===== src/shared/ejc_pkg.sv =====
// constants, types and helpers shared by the ejector mode controller
package ejc_pkg;

    localparam int unsigned CLK_HZ = 40_000_000;
    localparam int unsigned HOLD_TIME_MS = 3000;
    localparam int unsigned HOLD_CYCLES = HOLD_TIME_MS * (CLK_HZ / 1000);
    localparam int unsigned FLASH_TIME_MS = 250;
    localparam int unsigned FLASH_CYCLES = FLASH_TIME_MS * (CLK_HZ / 1000);
    localparam int unsigned CNT_W = 27;

    localparam int unsigned PAR_W = 16;
    localparam int unsigned PAR_N = 6;
    localparam logic [15:0] IDX_VAC_SP = 16'h0064;
    localparam logic [15:0] IDX_VAC_HYST = 16'h0065;
    localparam logic [15:0] IDX_PART_LVL = 16'h0066;
    localparam logic [15:0] IDX_PART_HYST = 16'h0067;
    localparam logic [15:0] IDX_PRESS_LVL = 16'h0068;
    localparam logic [15:0] IDX_PRESS_HYST = 16'h0069;
    localparam logic [2:0] SLOT_VAC_SP = 3'h0;
    localparam logic [2:0] SLOT_VAC_HYST = 3'h1;
    localparam logic [2:0] SLOT_PART_LVL = 3'h2;
    localparam logic [2:0] SLOT_PART_HYST = 3'h3;
    localparam logic [2:0] SLOT_PRESS_LVL = 3'h4;
    localparam logic [2:0] SLOT_PRESS_HYST = 3'h5;
    localparam logic [2:0] SLOT_NONE = 3'h7;

    // values after reset, mbar for vacuum, 0.1 bar for pressure
    localparam logic [15:0] RST_VAC_SP = 16'h02EE;
    localparam logic [15:0] RST_VAC_HYST = 16'h0096;
    localparam logic [15:0] RST_PART_LVL = 16'h0226;
    localparam logic [15:0] RST_PART_HYST = 16'h0032;
    localparam logic [15:0] RST_PRESS_LVL = 16'h0028;
    localparam logic [15:0] RST_PRESS_HYST = 16'h0005;

    localparam logic [15:0] RELEASE_MBAR = 16'h0014;
    localparam logic [15:0] UNDERVOLT_MV = 16'h4B00;
    localparam logic [15:0] SENSOR_FULL_SCALE = 16'h03E8;
    localparam logic [15:0] ZERO_LIMIT = 16'(32'(SENSOR_FULL_SCALE) * 3 / 100);

    typedef enum logic [1:0] {MODE_AUTO, MODE_MANUAL, MODE_SETTING} ejc_mode_e;
    typedef enum logic [1:0] {DISP_NONE, DISP_MANUAL, DISP_LOCKED, DISP_UNDERVOLT} ejc_disp_e;

    // output process byte bits 2..0
    typedef struct packed {
        logic setting;
        logic blowOff;
        logic suction;
    } ejc_pdo_s;

    typedef struct packed {
        logic entryA;
        logic entryB;
        logic suction;
        logic blowOff;
        logic exitKey;
    } ejc_keys_s;

    typedef struct packed {
        logic suctionLed;
        logic blowLed;
        logic setpointLed;
        logic partLed;
    } ejc_leds_s;

    // switch-off point below an on level, floored at zero
    function automatic logic [15:0] ejc_off_level(input logic [15:0] onLvl,
                                                  input logic [15:0] hyst);
        ejc_off_level = (hyst > onLvl) ? 16'h0000 : onLvl - hyst;
    endfunction

    // parameter index to storage slot
    function automatic logic [2:0] ejc_slot(input logic [15:0] idx);
        if (idx >= IDX_VAC_SP && idx <= IDX_PRESS_HYST) begin
            ejc_slot = 3'(idx - IDX_VAC_SP);
        end else begin
            ejc_slot = SLOT_NONE;
        end
    endfunction

endpackage


===== src/hw/ejc_param_mem.sv =====
// six-word limit value store with registered read data
`timescale 1ns/1ps
`default_nettype none
module ejc_param_mem
    import ejc_pkg::*;
(
    input wire logic clk,
    input wire logic rst_b,
    input wire logic wrEn,
    input wire logic [2:0] wrSlot,
    input wire logic [15:0] wrData,
    input wire logic [2:0] rdSlot,
    output logic [15:0] rdData,
    output logic [PAR_N-1:0][15:0] words
);
    logic [PAR_N-1:0][15:0] mem_reg;

    assign words = mem_reg;

    always_ff @(posedge clk or negedge rst_b) begin
        if (!rst_b) begin
            mem_reg <= {RST_PRESS_HYST, RST_PRESS_LVL, RST_PART_HYST,
                        RST_PART_LVL, RST_VAC_HYST, RST_VAC_SP};
        end else if (wrEn && wrSlot < 3'(PAR_N)) begin
            mem_reg[wrSlot] <= wrData;
        end
    end

    always_ff @(posedge clk or negedge rst_b) begin
        if (!rst_b) begin
            rdData <= 16'h0000;
        end else begin
            rdData <= (rdSlot < 3'(PAR_N)) ? mem_reg[rdSlot] : 16'h0000;
        end
    end
endmodule
`default_nettype wire


===== src/hw/ejc_hyst_cmp.sv =====
// level comparator with switch-on point and hysteresis
`timescale 1ns/1ps
`default_nettype none
module ejc_hyst_cmp
    import ejc_pkg::*;
(
    input wire logic clk,
    input wire logic rst_b,
    input wire logic [15:0] level,
    input wire logic [15:0] onLevel,
    input wire logic [15:0] hyst,
    output logic active
);
    wire logic reachOn = level >= onLevel;
    wire logic fallOff = level < ejc_off_level(onLevel, hyst);

    always_ff @(posedge clk or negedge rst_b) begin
        if (!rst_b) begin
            active <= 1'b0;
        end else if (reachOn) begin
            active <= 1'b1;
        end else if (fallOff) begin
            active <= 1'b0;
        end
    end
endmodule
`default_nettype wire


===== src/hw/ejc_mode_ctrl.sv =====
// ejector operating mode, valve, LED and limit value control
`timescale 1ns/1ps
`default_nettype none
module ejc_mode_ctrl
    import ejc_pkg::*;
#(
    parameter int unsigned HOLD_COUNT = HOLD_CYCLES,
    parameter int unsigned FLASH_COUNT = FLASH_CYCLES
)
(
    input wire logic clk,
    input wire logic rst_b,
    input wire ejc_pdo_s outputProcessByte,
    input wire logic ioLinkMode,
    input wire logic manualLocked,
    input wire ejc_keys_s keys,
    input wire logic controlEnable,
    input wire logic [15:0] vacuumLevel,
    input wire logic [15:0] pressureLevel,
    input wire logic [15:0] supplyMillivolt,
    input wire logic paramWrite,
    input wire logic paramRead,
    input wire logic [15:0] paramIndex,
    input wire logic [15:0] paramData,
    input wire logic zeroStartLink,
    input wire logic zeroStartMenu,
    input wire logic zeroPressure,
    input wire logic menuLocked,
    input wire logic pinValid,
    input wire logic signed [15:0] measuredOffset,
    output logic suctionValve,
    output logic blowValve,
    output ejc_leds_s leds,
    output ejc_disp_e displayCode,
    output ejc_mode_e mode,
    output logic valveProtect,
    output logic vacuumSetpointReached,
    output logic partPresent,
    output logic partReleased,
    output logic pressureReached,
    output logic underVoltage,
    output logic paramAck,
    output logic paramReject,
    output logic [15:0] paramReadData,
    output logic paramReadValid,
    output logic zeroDone,
    output logic zeroReject,
    output logic signed [15:0] vacuumZeroOffset,
    output logic signed [15:0] pressureZeroOffset
);
    localparam logic [CNT_W-1:0] HOLD_LAST = CNT_W'(HOLD_COUNT - 1);
    localparam logic [CNT_W-1:0] FLASH_LAST = CNT_W'(FLASH_COUNT - 1);

    // ***
    // parameter store and comparators
    // ***
    logic [PAR_N-1:0][15:0] words;
    logic [15:0] memRdData;
    logic ctrlActive;
    logic partActive;
    logic pressActive;

    wire ejc_mode_e modeNow = mode;
    wire logic inAuto = modeNow == MODE_AUTO;
    wire logic [2:0] accessSlot = ejc_slot(paramIndex);
    wire logic slotValid = accessSlot != SLOT_NONE;
    wire logic writeOk = paramWrite && slotValid && inAuto;

    ejc_param_mem u_mem (
        .clk(clk),
        .rst_b(rst_b),
        .wrEn(writeOk),
        .wrSlot(accessSlot),
        .wrData(paramData),
        .rdSlot(accessSlot),
        .rdData(memRdData),
        .words(words)
    );

    // control switches on at the setpoint, off below setpoint minus hysteresis
    ejc_hyst_cmp u_ctrl (
        .clk(clk),
        .rst_b(rst_b),
        .level(vacuumLevel),
        .onLevel(words[SLOT_VAC_SP]),
        .hyst(words[SLOT_VAC_HYST]),
        .active(ctrlActive)
    );

    ejc_hyst_cmp u_part (
        .clk(clk),
        .rst_b(rst_b),
        .level(vacuumLevel),
        .onLevel(words[SLOT_PART_LVL]),
        .hyst(words[SLOT_PART_HYST]),
        .active(partActive)
    );

    ejc_hyst_cmp u_press (
        .clk(clk),
        .rst_b(rst_b),
        .level(pressureLevel),
        .onLevel(words[SLOT_PRESS_LVL]),
        .hyst(words[SLOT_PRESS_HYST]),
        .active(pressActive)
    );

    // ***
    // input edges
    // ***
    ejc_pdo_s pdoPrev_reg;
    ejc_keys_s keysPrev_reg;

    always_ff @(posedge clk or negedge rst_b) begin
        if (!rst_b) begin
            pdoPrev_reg <= '0;
            keysPrev_reg <= '0;
        end else begin
            pdoPrev_reg <= outputProcessByte;
            keysPrev_reg <= keys;
        end
    end

    wire ejc_keys_s keyPress = keys & ~keysPrev_reg;
    wire logic pdoChange = outputProcessByte != pdoPrev_reg;
    wire logic cmdChange = outputProcessByte.suction != pdoPrev_reg.suction
                           || outputProcessByte.blowOff != pdoPrev_reg.blowOff;
    wire logic settingRise = outputProcessByte.setting && !pdoPrev_reg.setting;
    wire logic suctionOnCmd = outputProcessByte.suction && !pdoPrev_reg.suction;

    // ***
    // two-button hold timer
    // ***
    logic [CNT_W-1:0] holdCnt_reg;
    logic [CNT_W-1:0] holdCnt_next;
    logic holdDone_reg;

    wire logic bothHeld = keys.entryA && keys.entryB;
    wire logic holdExpired = bothHeld && holdCnt_reg == HOLD_LAST && !holdDone_reg;

    // count restarts when either key lets go early
    assign holdCnt_next = !bothHeld ? '0 :
                          (holdCnt_reg == HOLD_LAST) ? holdCnt_reg :
                          holdCnt_reg + CNT_W'(1);

    always_ff @(posedge clk or negedge rst_b) begin
        if (!rst_b) begin
            holdCnt_reg <= '0;
            holdDone_reg <= 1'b0;
        end else begin
            holdCnt_reg <= holdCnt_next;
            holdDone_reg <= bothHeld && (holdDone_reg || holdExpired);
        end
    end

    // ***
    // mode machine
    // ***
    ejc_mode_e mode_next;
    logic lockedShown_reg;
    logic lockedShown_next;

    wire logic manualEnter = holdExpired && !manualLocked;
    wire logic manualRefuse = holdExpired && manualLocked;
    wire logic manualLeave = keyPress.exitKey || pdoChange;
    wire logic settingLeave = !outputProcessByte.setting || cmdChange
                              || !ioLinkMode;

    always_comb begin
        mode_next = modeNow;
        case (modeNow)
            MODE_AUTO: begin
                if (manualEnter) begin
                    mode_next = MODE_MANUAL;
                end else if (settingRise && ioLinkMode && !cmdChange) begin
                    mode_next = MODE_SETTING;
                end
            end
            MODE_MANUAL: begin
                if (manualLeave) begin
                    mode_next = MODE_AUTO;
                end
            end
            MODE_SETTING: begin
                if (settingLeave) begin
                    mode_next = MODE_AUTO;
                end
            end
            default: begin
                mode_next = MODE_AUTO;
            end
        endcase
    end

    // locked code stays until the lock is lifted or manual is reached
    assign lockedShown_next = manualRefuse || (lockedShown_reg && manualLocked
                              && mode_next != MODE_MANUAL);

    always_ff @(posedge clk or negedge rst_b) begin
        if (!rst_b) begin
            mode <= MODE_AUTO;
            lockedShown_reg <= 1'b0;
        end else begin
            mode <= mode_next;
            lockedShown_reg <= lockedShown_next;
        end
    end

    // ***
    // manual suction and blow-off
    // ***
    logic manSuction_reg;
    logic manSuction_next;

    wire logic inManualNext = mode_next == MODE_MANUAL;
    wire logic inManual = modeNow == MODE_MANUAL;

    always_comb begin
        manSuction_next = manSuction_reg;
        if (!inManual || !inManualNext) begin
            manSuction_next = 1'b0;
        end else if (keyPress.suction) begin
            manSuction_next = !manSuction_reg;
        end else if (keyPress.blowOff) begin
            manSuction_next = 1'b0;
        end
    end

    always_ff @(posedge clk or negedge rst_b) begin
        if (!rst_b) begin
            manSuction_reg <= 1'b0;
        end else begin
            manSuction_reg <= manSuction_next;
        end
    end

    // ***
    // valve drive
    // ***
    // limit values gate suction in every mode when control is enabled
    wire logic limitGate = !controlEnable || !ctrlActive;
    wire logic manBlowNext = inManualNext && keys.blowOff;
    logic suctionNext;
    logic blowNext;

    always_comb begin
        case (mode_next)
            MODE_MANUAL: begin
                blowNext = manBlowNext;
                suctionNext = manSuction_next && !manBlowNext && limitGate;
            end
            MODE_SETTING: begin
                // control held active regardless of controlEnable
                blowNext = outputProcessByte.blowOff;
                suctionNext = outputProcessByte.suction && !blowNext
                              && !ctrlActive;
            end
            default: begin
                blowNext = outputProcessByte.blowOff;
                suctionNext = outputProcessByte.suction && !blowNext && limitGate;
            end
        endcase
    end

    // ***
    // part released latch and undervoltage
    // ***
    logic releaseArmed_reg;
    wire logic belowRelease = vacuumLevel < RELEASE_MBAR;
    wire logic releaseSet = releaseArmed_reg && belowRelease;

    always_ff @(posedge clk or negedge rst_b) begin
        if (!rst_b) begin
            releaseArmed_reg <= 1'b0;
            partReleased <= 1'b0;
        end else begin
            if (partActive) begin
                releaseArmed_reg <= 1'b1;
            end else if (releaseSet) begin
                releaseArmed_reg <= 1'b0;
            end
            // a new event wins over the clear
            if (releaseSet) begin
                partReleased <= 1'b1;
            end else if (suctionOnCmd) begin
                partReleased <= 1'b0;
            end
        end
    end

    wire logic lowSupply = supplyMillivolt < UNDERVOLT_MV;

    // ***
    // LED flash and display
    // ***
    logic [CNT_W-1:0] flashCnt_reg;
    logic flashPhase_reg;
    wire logic flashMode = mode_next != MODE_AUTO;
    wire logic flashWrap = flashCnt_reg == FLASH_LAST;

    always_ff @(posedge clk or negedge rst_b) begin
        if (!rst_b) begin
            flashCnt_reg <= '0;
            flashPhase_reg <= 1'b0;
        end else if (!flashMode) begin
            flashCnt_reg <= '0;
            flashPhase_reg <= 1'b0;
        end else begin
            flashCnt_reg <= flashWrap ? '0 : flashCnt_reg + CNT_W'(1);
            flashPhase_reg <= flashPhase_reg ^ flashWrap;
        end
    end

    // both indicators blink together outside automatic mode
    wire logic setLedNext = flashMode ? !flashPhase_reg : ctrlActive;
    wire logic partLedNext = flashMode ? !flashPhase_reg : partActive;
    wire ejc_disp_e dispNext = lockedShown_next ? DISP_LOCKED :
                               inManualNext ? DISP_MANUAL :
                               lowSupply ? DISP_UNDERVOLT : DISP_NONE;

    // ***
    // zero-point calibration
    // ***
    wire logic zeroReq = zeroStartLink
                         || (zeroStartMenu && (!menuLocked || pinValid));
    wire logic [15:0] offsetMag = measuredOffset[15] ? 16'(-measuredOffset)
                                                     : 16'(measuredOffset);
    wire logic zeroInRange = offsetMag <= ZERO_LIMIT;

    always_ff @(posedge clk or negedge rst_b) begin
        if (!rst_b) begin
            zeroDone <= 1'b0;
            zeroReject <= 1'b0;
            vacuumZeroOffset <= 16'sh0000;
            pressureZeroOffset <= 16'sh0000;
        end else begin
            zeroDone <= zeroReq && zeroInRange;
            zeroReject <= (zeroReq && !zeroInRange)
                          || (zeroStartMenu && menuLocked && !pinValid);
            if (zeroReq && zeroInRange && !zeroPressure) begin
                vacuumZeroOffset <= measuredOffset;
            end
            if (zeroReq && zeroInRange && zeroPressure) begin
                pressureZeroOffset <= measuredOffset;
            end
        end
    end

    // ***
    // registered outputs
    // ***
    assign paramReadData = memRdData;

    always_ff @(posedge clk or negedge rst_b) begin
        if (!rst_b) begin
            suctionValve <= 1'b0;
            blowValve <= 1'b0;
            leds <= '0;
            displayCode <= DISP_NONE;
            valveProtect <= 1'b1;
            vacuumSetpointReached <= 1'b0;
            partPresent <= 1'b0;
            pressureReached <= 1'b0;
            underVoltage <= 1'b0;
            paramAck <= 1'b0;
            paramReject <= 1'b0;
            paramReadValid <= 1'b0;
        end else begin
            suctionValve <= suctionNext;
            blowValve <= blowNext;
            leds <= '{suctionLed: suctionNext, blowLed: blowNext,
                      setpointLed: setLedNext, partLed: partLedNext};
            displayCode <= dispNext;
            valveProtect <= mode_next == MODE_AUTO;
            vacuumSetpointReached <= ctrlActive;
            partPresent <= partActive;
            pressureReached <= pressActive;
            underVoltage <= lowSupply;
            paramAck <= writeOk;
            paramReject <= paramWrite && !writeOk;
            paramReadValid <= paramRead && slotValid;
        end
    end
endmodule
`default_nettype wire


===== config.mk =====
export PLATFORM = sky130hd
export DESIGN_NAME = ejc_mode_ctrl
export DESIGN_NICKNAME = d
export VERILOG_FILES = /design/src/shared/ejc_pkg.sv /design/src/hw/ejc_param_mem.sv /design/src/hw/ejc_hyst_cmp.sv /design/src/hw/ejc_mode_ctrl.sv
export SDC_FILE = /design/constraint.sdc
export NUM_CORES = 1
export LEC_CHECK = 0
export BUFFER_PORTS_ARGS = -buffer_cell sky130_fd_sc_hd__buf_2
export CAP_MARGIN = 30
export CORE_ASPECT_RATIO = 0.75
export CORE_MARGIN = 2
export CORE_UTILIZATION = 43
export CTS_BUF_LIST = sky130_fd_sc_hd__clkbuf_16
export DETAILED_ROUTE_END_ITERATION = 10
export PLACE_DENSITY = 0.65
export SYNTH_ARGS = -nofsm -noshare
export SYNTH_HDL_FRONTEND = slang
export SYNTH_SLANG_ARGS = --single-unit

===== constraint.sdc =====
create_clock -name clk -period 5.1 [get_ports clk]
set_clock_uncertainty 0.1 [all_clocks]
set_input_delay 0.51 -clock clk [delete_from_list [all_inputs] [get_ports clk]]
set_output_delay 0.51 -clock clk [all_outputs]
set_load 0.05 [all_outputs]

After elaboration in Yosys (flattened, before gate mapping)
Index checks and enable logic that the tools add are counted.
{"block": "word_totals", "ff_bits": 231, "input_bits": 116, "out_inout_bits": 69}
{"block": "classes", "add_sub_neg": 7, "magnitude_cmp": 17, "eq_ne": 12, "n_mux": 41, "bitwise_logic": 3, "reduce_logical": 72}
{"op": "16-bit two-way mux", "count": 7}
{"op": "27-bit two-way mux", "count": 4}
{"op": "96-bit bitwise mux", "count": 1}
{"op": "27-bit by 1-bit adder with 27-bit output (second input constant)", "count": 2}
{"op": "16-bit binary-select mux with 3-bit select", "count": 1}
{"op": "16-bit demux with 3-bit select", "count": 1}
{"op": "16-bit greater-or-equal comparator", "count": 3}
{"op": "16-bit > comparator", "count": 3}
{"op": "16-bit < comparator", "count": 3}
{"op": "16-bit subtractor", "count": 3}
{"op": "1-bit logical AND", "count": 33}
{"op": "27-bit by 24-bit equality test with 1-bit output (second input constant)", "count": 1}
{"op": "27-bit equality test (second input constant)", "count": 1}
{"op": "1-bit logical NOT", "count": 20}
{"op": "1-bit two-way mux", "count": 17}
{"op": "16-bit by 7-bit greater-or-equal comparator with 1-bit output (second input constant)", "count": 1}
{"op": "16-bit by 5-bit <= comparator with 1-bit output (second input constant)", "count": 1}
{"op": "16-bit by 7-bit <= comparator with 1-bit output (second input constant)", "count": 1}
{"op": "16-bit by 15-bit < comparator with 1-bit output (second input constant)", "count": 1}
{"op": "16-bit by 5-bit < comparator with 1-bit output (second input constant)", "count": 1}
{"op": "16-bit negator", "count": 1}
{"op": "2-bit two-way mux", "count": 7}
{"op": "2-bit nonzero test", "count": 6}
{"op": "1-bit logical OR", "count": 11}
{"op": "18 further kinds", "count": 22}

Longest topological paths before layout
{"block": "logic_depth", "depth_word": 14, "depth_mapped": 19, "mapped_depth_nobuf": 18}

Hierarchy
From an unflattened synthesis, not the netlist that was laid out.
{"block": "unflattened", "cells_unflattened": 1541, "hier_area_um2": 15572.4}
{"module": "ejc_mode_ctrl", "n_inst": 1, "cells_each": 524, "area_each_um2": 5696.7}
{"module": "ejc_param_mem", "n_inst": 1, "cells_each": 319, "area_each_um2": 4899.7}
{"module": "ejc_hyst_cmp at u_ctrl ...", "n_inst": 2, "cells_each": 233, "area_each_um2": 1657.8}
{"module": "ejc_hyst_cmp at u_press", "n_inst": 1, "cells_each": 232, "area_each_um2": 1660.3}

Worst setup path before layout
No wires, ideal clock.
{"block": "synth_path", "kind": "register to register", "from": "register u_mem.mem_reg, in the netlist u_mem.words[34]", "to": "register u_part.active", "arrival_ns": 4.196, "slack_ns": 0.667, "stages_incl_launch_ff": 17, "n_path_buf": 1, "period_less_slack_ns": 4.433, "cell_sequence": "dfstp_2 -> ha_1 -> nor2b_1 -> o31a_1 -> o311ai_0 -> a21oi_1 -> o32a_1 -> clkbuf_1 -> nand2_1 -> ha_1 -> a21o_1 -> a211oi_1 -> o21bai_1 -> a21oi_1 -> nor2_1 -> nor4b_1 -> or3b_2"}
{"block": "synth_between", "elab_chain_cells": 4, "word_cells_on_any_way": 7}
{"item": "start, declared", "line": "ejc_param_mem.sv:16", "source": "logic [PAR_N-1:0][15:0] mem_reg;"}
{"item": "start signal, assigned", "line": "ejc_param_mem.sv:22", "source": "mem_reg <= {RST_PRESS_HYST, RST_PRESS_LVL, RST_PART_HYST,"}
{"item": "start signal, assigned by index", "line": "ejc_param_mem.sv:25", "source": "mem_reg[wrSlot] <= wrData;"}
{"item": "16-bit subtractor or 16-bit > comparator (tied branches)", "line": "ejc_pkg.sv:68", "source": "ejc_off_level = (hyst > onLvl) ? 16'h0000 : onLvl - hyst;"}
{"item": "16-bit two-way mux", "line": "ejc_pkg.sv:68"}
{"item": "16-bit < comparator", "line": "ejc_hyst_cmp.sv:15", "source": "wire logic fallOff = level < ejc_off_level(onLevel, hyst);"}
{"item": "2-bit nonzero test (no source line)"}
{"item": "end signal, assigned", "line": "ejc_hyst_cmp.sv:19", "source": "active <= 1'b0;"}
{"item": "end signal, assigned", "line": "ejc_hyst_cmp.sv:21", "source": "active <= 1'b1;"}
{"item": "end signal, assigned", "line": "ejc_hyst_cmp.sv:23", "source": "active <= 1'b0;"}
{"item": "end, declared", "line": "ejc_hyst_cmp.sv:12", "source": "output logic active"}
Several ways; a longest one is shown, not always the timed one.
A chain may end at the register's enable or synchronous reset.

Final worst setup path
Ends and elaborated chain as after synthesis.

==> impl_metrics.xml <==
<?xml version="1.0" encoding="UTF-8"?>
<metrics>
  <group name="layout">
    <metric name="layout.filler_cells" unit="">3237</metric>
    <metric name="layout.cells.most_common" unit="">sky130_fd_sc_hd__dfrtp_1</metric>
    <metric name="regArea" unit="sq mm">0.00581</metric>
    <metric name="finalCoreUtilization" unit="%">50.1</metric>
    <metric name="number_of_flip_flops_under_the_largest_register_name" unit="">96</metric>
    <metric name="instances_no_fill" unit="">2216</metric>
    <metric name="nets" unit="">2005</metric>
    <metric name="multi_input_area" unit="sq mm">0.00841</metric>
    <metric name="area_delta_synth_final" unit="%">15.6</metric>
    <metric name="antenna_cells" unit="">0</metric>
    <metric name="layout_common_cells" unit="">208 x sky130_fd_sc_hd__dfrtp_1, 175 x sky130_fd_sc_hd__buf_2, 147 x sky130_fd_sc_hd__ha_1, 138 x sky130_fd_sc_hd__inv_1, 124 x sky130_fd_sc_hd__nor2_1</metric>
    <metric name="final_layout_size_suffix_gt1_share" unit="%">21.9</metric>
  </group>
  <group name="sta">
    <metric name="finalCritPeriodShare" unit="%">90.8</metric>
    <metric name="final_max_slew_viol_count" unit="">0</metric>
    <metric name="max_slew.worst_pin.slew" unit="ns">1.01</metric>
    <metric name="max_slew_margin" unit="%">32.5</metric>
    <metric name="timing.final.crit_period" unit="ns">4.63</metric>
    <metric name="final-setup-viol-count" unit="">0</metric>
    <metric name="timing.final.hold_violations" unit="">0</metric>
    <metric name="rsz0062_at_grt" unit="">false</metric>
    <metric name="final.setup.tns" unit="ns">0</metric>
    <metric name="fmax" unit="MHz">216</metric>
  </group>
  <group name="logic_synthesis">
    <metric name="synthesis.area_per_instance" unit="sq um">9.55</metric>
    <metric name="dominant_synthesized_flop_cell" unit="">sky130_fd_sc_hd__dfrtp_1</metric>
    <metric name="synth-edff-count" unit="">0</metric>
    <metric name="proportion_of_netlist_area_held_by_the_largest_area_contributor" unit="%">34.9</metric>
    <metric name="synth_cells" unit="">1563</metric>
    <metric name="post_synth_instance_area" unit="sq mm">0.0149</metric>
    <metric name="asyncSetResetFlopFracSynth" unit="%">100</metric>
    <metric name="sequential_cell_area_fraction_in_the_yosys_report" unit="%">38.9</metric>
    <metric name="ys_types" unit="">69</metric>
    <metric name="synthTopCellsByArea" unit="">sky130_fd_sc_hd__dfrtp_1 35%, sky130_fd_sc_hd__ha_1 12%, sky130_fd_sc_hd__mux2_2 8.9%</metric>
    <metric name="synth_seq_cells" unit="">231</metric>
    <metric name="synth_top_area_cell" unit="">sky130_fd_sc_hd__dfrtp_1</metric>
    <metric name="synthesis.nets" unit="">1829</metric>
    <metric name="yosys_warnings" unit="">0</metric>
  </group>
  <group name="floorplan">
    <metric name="coreArea" unit="sq mm">0.0344</metric>
    <metric name="die-height" unit="um">165</metric>
    <metric name="initial_utilization" unit="%">43.4</metric>
    <metric name="top_level_port_count" unit="">185</metric>
    <metric name="num_rows" unit="">59</metric>
    <metric name="die_width" unit="um">219</metric>
    <metric name="design.die.area" unit="sq mm">0.0362</metric>
  </group>
  <group name="power_and_ir_drop">
    <metric name="leakage_power_of_the_design" unit="nW">8.24</metric>
    <metric name="cellPowerDensity" unit="mW/mm^2">242</metric>
    <metric name="worst_vdd_ir" unit="mV">0.207</metric>
  </group>
  <group name="clocking">
    <metric name="cts_made_buffers" unit="">26</metric>
    <metric name="clock_tree.root_cell" unit="">sky130_fd_sc_hd__clkbuf_16</metric>
    <metric name="path_clk_slew" unit="ns">0.07</metric>
    <metric name="insertion_delay_to_the_later_sink_of_the_worst_skew_pair" unit="ns">0.56</metric>
    <metric name="cts.sink_count" unit="">231</metric>
    <metric name="post_cts_setup_buffer_count" unit="">0</metric>
    <metric name="total_number_of_h_tree_levels" unit="">1</metric>
    <metric name="clock_tree.buffer_depth" unit="">3</metric>
    <metric name="tritoncts" unit="">done</metric>
  </group>
  <group name="flow_run">
    <metric name="maxCapViolCount" unit="">0</metric>
  </group>
  <group name="placement">
    <metric name="buffers_added_on_ports" unit="">176</metric>
    <metric name="dp_hpwl" unit="um">29900</metric>
    <metric name="routabilityCongestion" unit="">0.895</metric>
    <metric name="placed_cells" unit="">2161</metric>
  </group>
  <group name="global_routing">
    <metric name="first_global_vias" unit="">11900</metric>
    <metric name="grt_pass1_wl" unit="um">62700</metric>
    <metric name="antenna_found_initial" unit="">3</metric>
    <metric name="grt_overflow" unit="">0</metric>
    <metric name="grtUsageTotal" unit="%">21.8</metric>
    <metric name="maximum_number_of_pins_on_one_net_before_global_route_repair" unit="">111</metric>
  </group>
  <group name="routing">
    <metric name="routed-via-count" unit="">12200</metric>
    <metric name="avgRoutedWirePerCell" unit="um">17.7</metric>
    <metric name="route.final.wire_length" unit="um">39300</metric>
    <metric name="detail_route.vias_per_cell" unit="">5.51</metric>
    <metric name="ant_nets" unit="">0</metric>
    <metric name="drc_errors" unit="">0</metric>
    <metric name="drtPass1Iterations" unit="">5</metric>
    <metric name="dr.first_iter.drc_count" unit="">801</metric>
  </group>
  <group name="worst_setup_path">
    <metric name="path_max_fanout" unit="">12</metric>
    <metric name="setup.worst_path.class" unit="">reg2reg</metric>
    <metric name="arrival_time_at_the_worst_endpoint" unit="ns">4.96</metric>
    <metric name="crit_path_start_kind" unit="">flip-flop</metric>
    <metric name="worst_setup_path_end_kind" unit="">flip-flop</metric>
    <metric name="crit_required" unit="ns">5.43</metric>
  </group>
  <group name="min_path">
    <metric name="worstHoldPathType" unit="">in2reg</metric>
  </group>
  <group name="run_status">
    <metric name="outcome" unit="">finished, final reports clean</metric>
  </group>
</metrics>
==> area by class of cell <==
| cell class | instances | share of cell area (%) |
|---|---|---|
| tap | 457 | 3.31 |
| sequential | 231 | 33.7 |
| clock inverter | 22 | 1.36 |
| inverter | 128 | 2.79 |
| multi-input combinational | 1154 | 48.8 |
| clock buffer | 26 | 3.77 |
| timing repair buffer | 198 | 6.34 |
==> report_power, final <==
group	switching, W	internal (W)	total [W]
registers	0.00000742	0.00185	0.00186
clock network	0.000793	0.00118	0.00197
logic	0.000233	0.000120	0.000354
total	0.00103	0.00315	0.00418
==> cell families after synthesis <==
logic type	after synthesis	share of synthesized area [%]
and+or+nand+nor	474	15.6
AOI/OAI and AO/OA	317	13.4
DFF	231	38.9
buffers and inverters	178	4.75
adders and majority gates	150	12.7
muxes	136	10.1
xor gates and xnor gates	77	4.52
==> through the flow <==
| stage | hold slack [ns] | total power (W) | setup slack (ns) | cell area [sq um] |
|---|---|---|---|---|
| after global routing | 0.0533 | 0.00435 | 0.158 | 17300 |
| after CTS | 0.0400 | 0.00423 | 0.284 | 17300 |
| after global placement | 0.343 | 0.00223 | 0.350 | 16300 |
| final | 0.0591 | 0.00418 | 0.469 | 17300 |
| after detailed placement | 0.328 | 0.00224 | 0.305 | 16300 |
| after floorplan | 0.114 | 0.00207 | 0.667 | 14900 |
==> worst max-delay path, cell delays in order, from the launching register on <==
cell and delay, ns:
sky130_fd_sc_hd__dfstp_2 0.55, sky130_fd_sc_hd__ha_1 0.27, sky130_fd_sc_hd__nor2b_1 0.16, sky130_fd_sc_hd__o31a_1 0.27
sky130_fd_sc_hd__o311ai_1 0.50, sky130_fd_sc_hd__a21oi_1 0.17, sky130_fd_sc_hd__o32a_1 0.57, sky130_fd_sc_hd__nand2_1 0.14
sky130_fd_sc_hd__ha_1 0.25, sky130_fd_sc_hd__a21oi_1 0.18, sky130_fd_sc_hd__o22ai_1 0.10, sky130_fd_sc_hd__o21a_1 0.19
sky130_fd_sc_hd__o21ai_0 0.32, sky130_fd_sc_hd__nor4b_1 0.26, sky130_fd_sc_hd__or3b_2 0.46
==> layer usage <==
layer | vias to the layer above | wire [um] | global-route usage (%)
met1 | 5892 | 18900 | 31.6
li1 | 5927 | - | -
met2 | 329 | 17200 | 33.9
met5 | - | 30 | 0
met3 | 59 | 2430 | 4.43
met4 | 6 | 680 | 4.18
==> repair_timing <==
action,CTS,global route
endpoints found under the hold margin,71,0
gates resized for setup,0,1
endpoints found under the setup margin,0,1
hold buffers,7,0
==> final timing paths <==
| kind | start | end | slack (ns) | depth (start not counted) |
|---|---|---|---|---|
| worst max-delay path | u_mem.words[34] | u_part.active | 0.47 | 14 |
| worst min-delay path | paramRead | paramReadValid | 0.06 | 3 |
| worst max register to register | u_mem.words[34] | u_part.active | 0.47 | 14 |
| worst min register to register | u_part.active | partPresent | 0.35 | 0 |
| max in group asynchronous | rst_b | u_mem.words[15] | 3.31 | 3 |
| min in group asynchronous | rst_b | u_mem.words[4] | 0.55 | 2 |
==> cell usage after synthesis (12+ instances only) <==
library cell and count:
sky130_fd_sc_hd__xnor2_1 42, sky130_fd_sc_hd__xor2_1 35, sky130_fd_sc_hd__mux2i_1 18, sky130_fd_sc_hd__a31oi_1 20, sky130_fd_sc_hd__nand2b_1 19, sky130_fd_sc_hd__nor2b_1 22, sky130_fd_sc_hd__o22ai_1 36, sky130_fd_sc_hd__nor3_1 32
sky130_fd_sc_hd__dfrtp_1 208, sky130_fd_sc_hd__mux2_2 118, sky130_fd_sc_hd__nand2_1 123, sky130_fd_sc_hd__nor4_1 15, sky130_fd_sc_hd__nand3_1 43, sky130_fd_sc_hd__a21o_1 24, sky130_fd_sc_hd__nand4_1 32, sky130_fd_sc_hd__clkbuf_1 38
sky130_fd_sc_hd__ha_1 147, sky130_fd_sc_hd__inv_1 128, sky130_fd_sc_hd__and3_1 12, sky130_fd_sc_hd__dfstp_2 23, sky130_fd_sc_hd__nor2_1 124, sky130_fd_sc_hd__a211oi_1 20, sky130_fd_sc_hd__o21ai_0 60, sky130_fd_sc_hd__a21oi_1 92
Note: power is estimated with default switching activity, not from simulation.
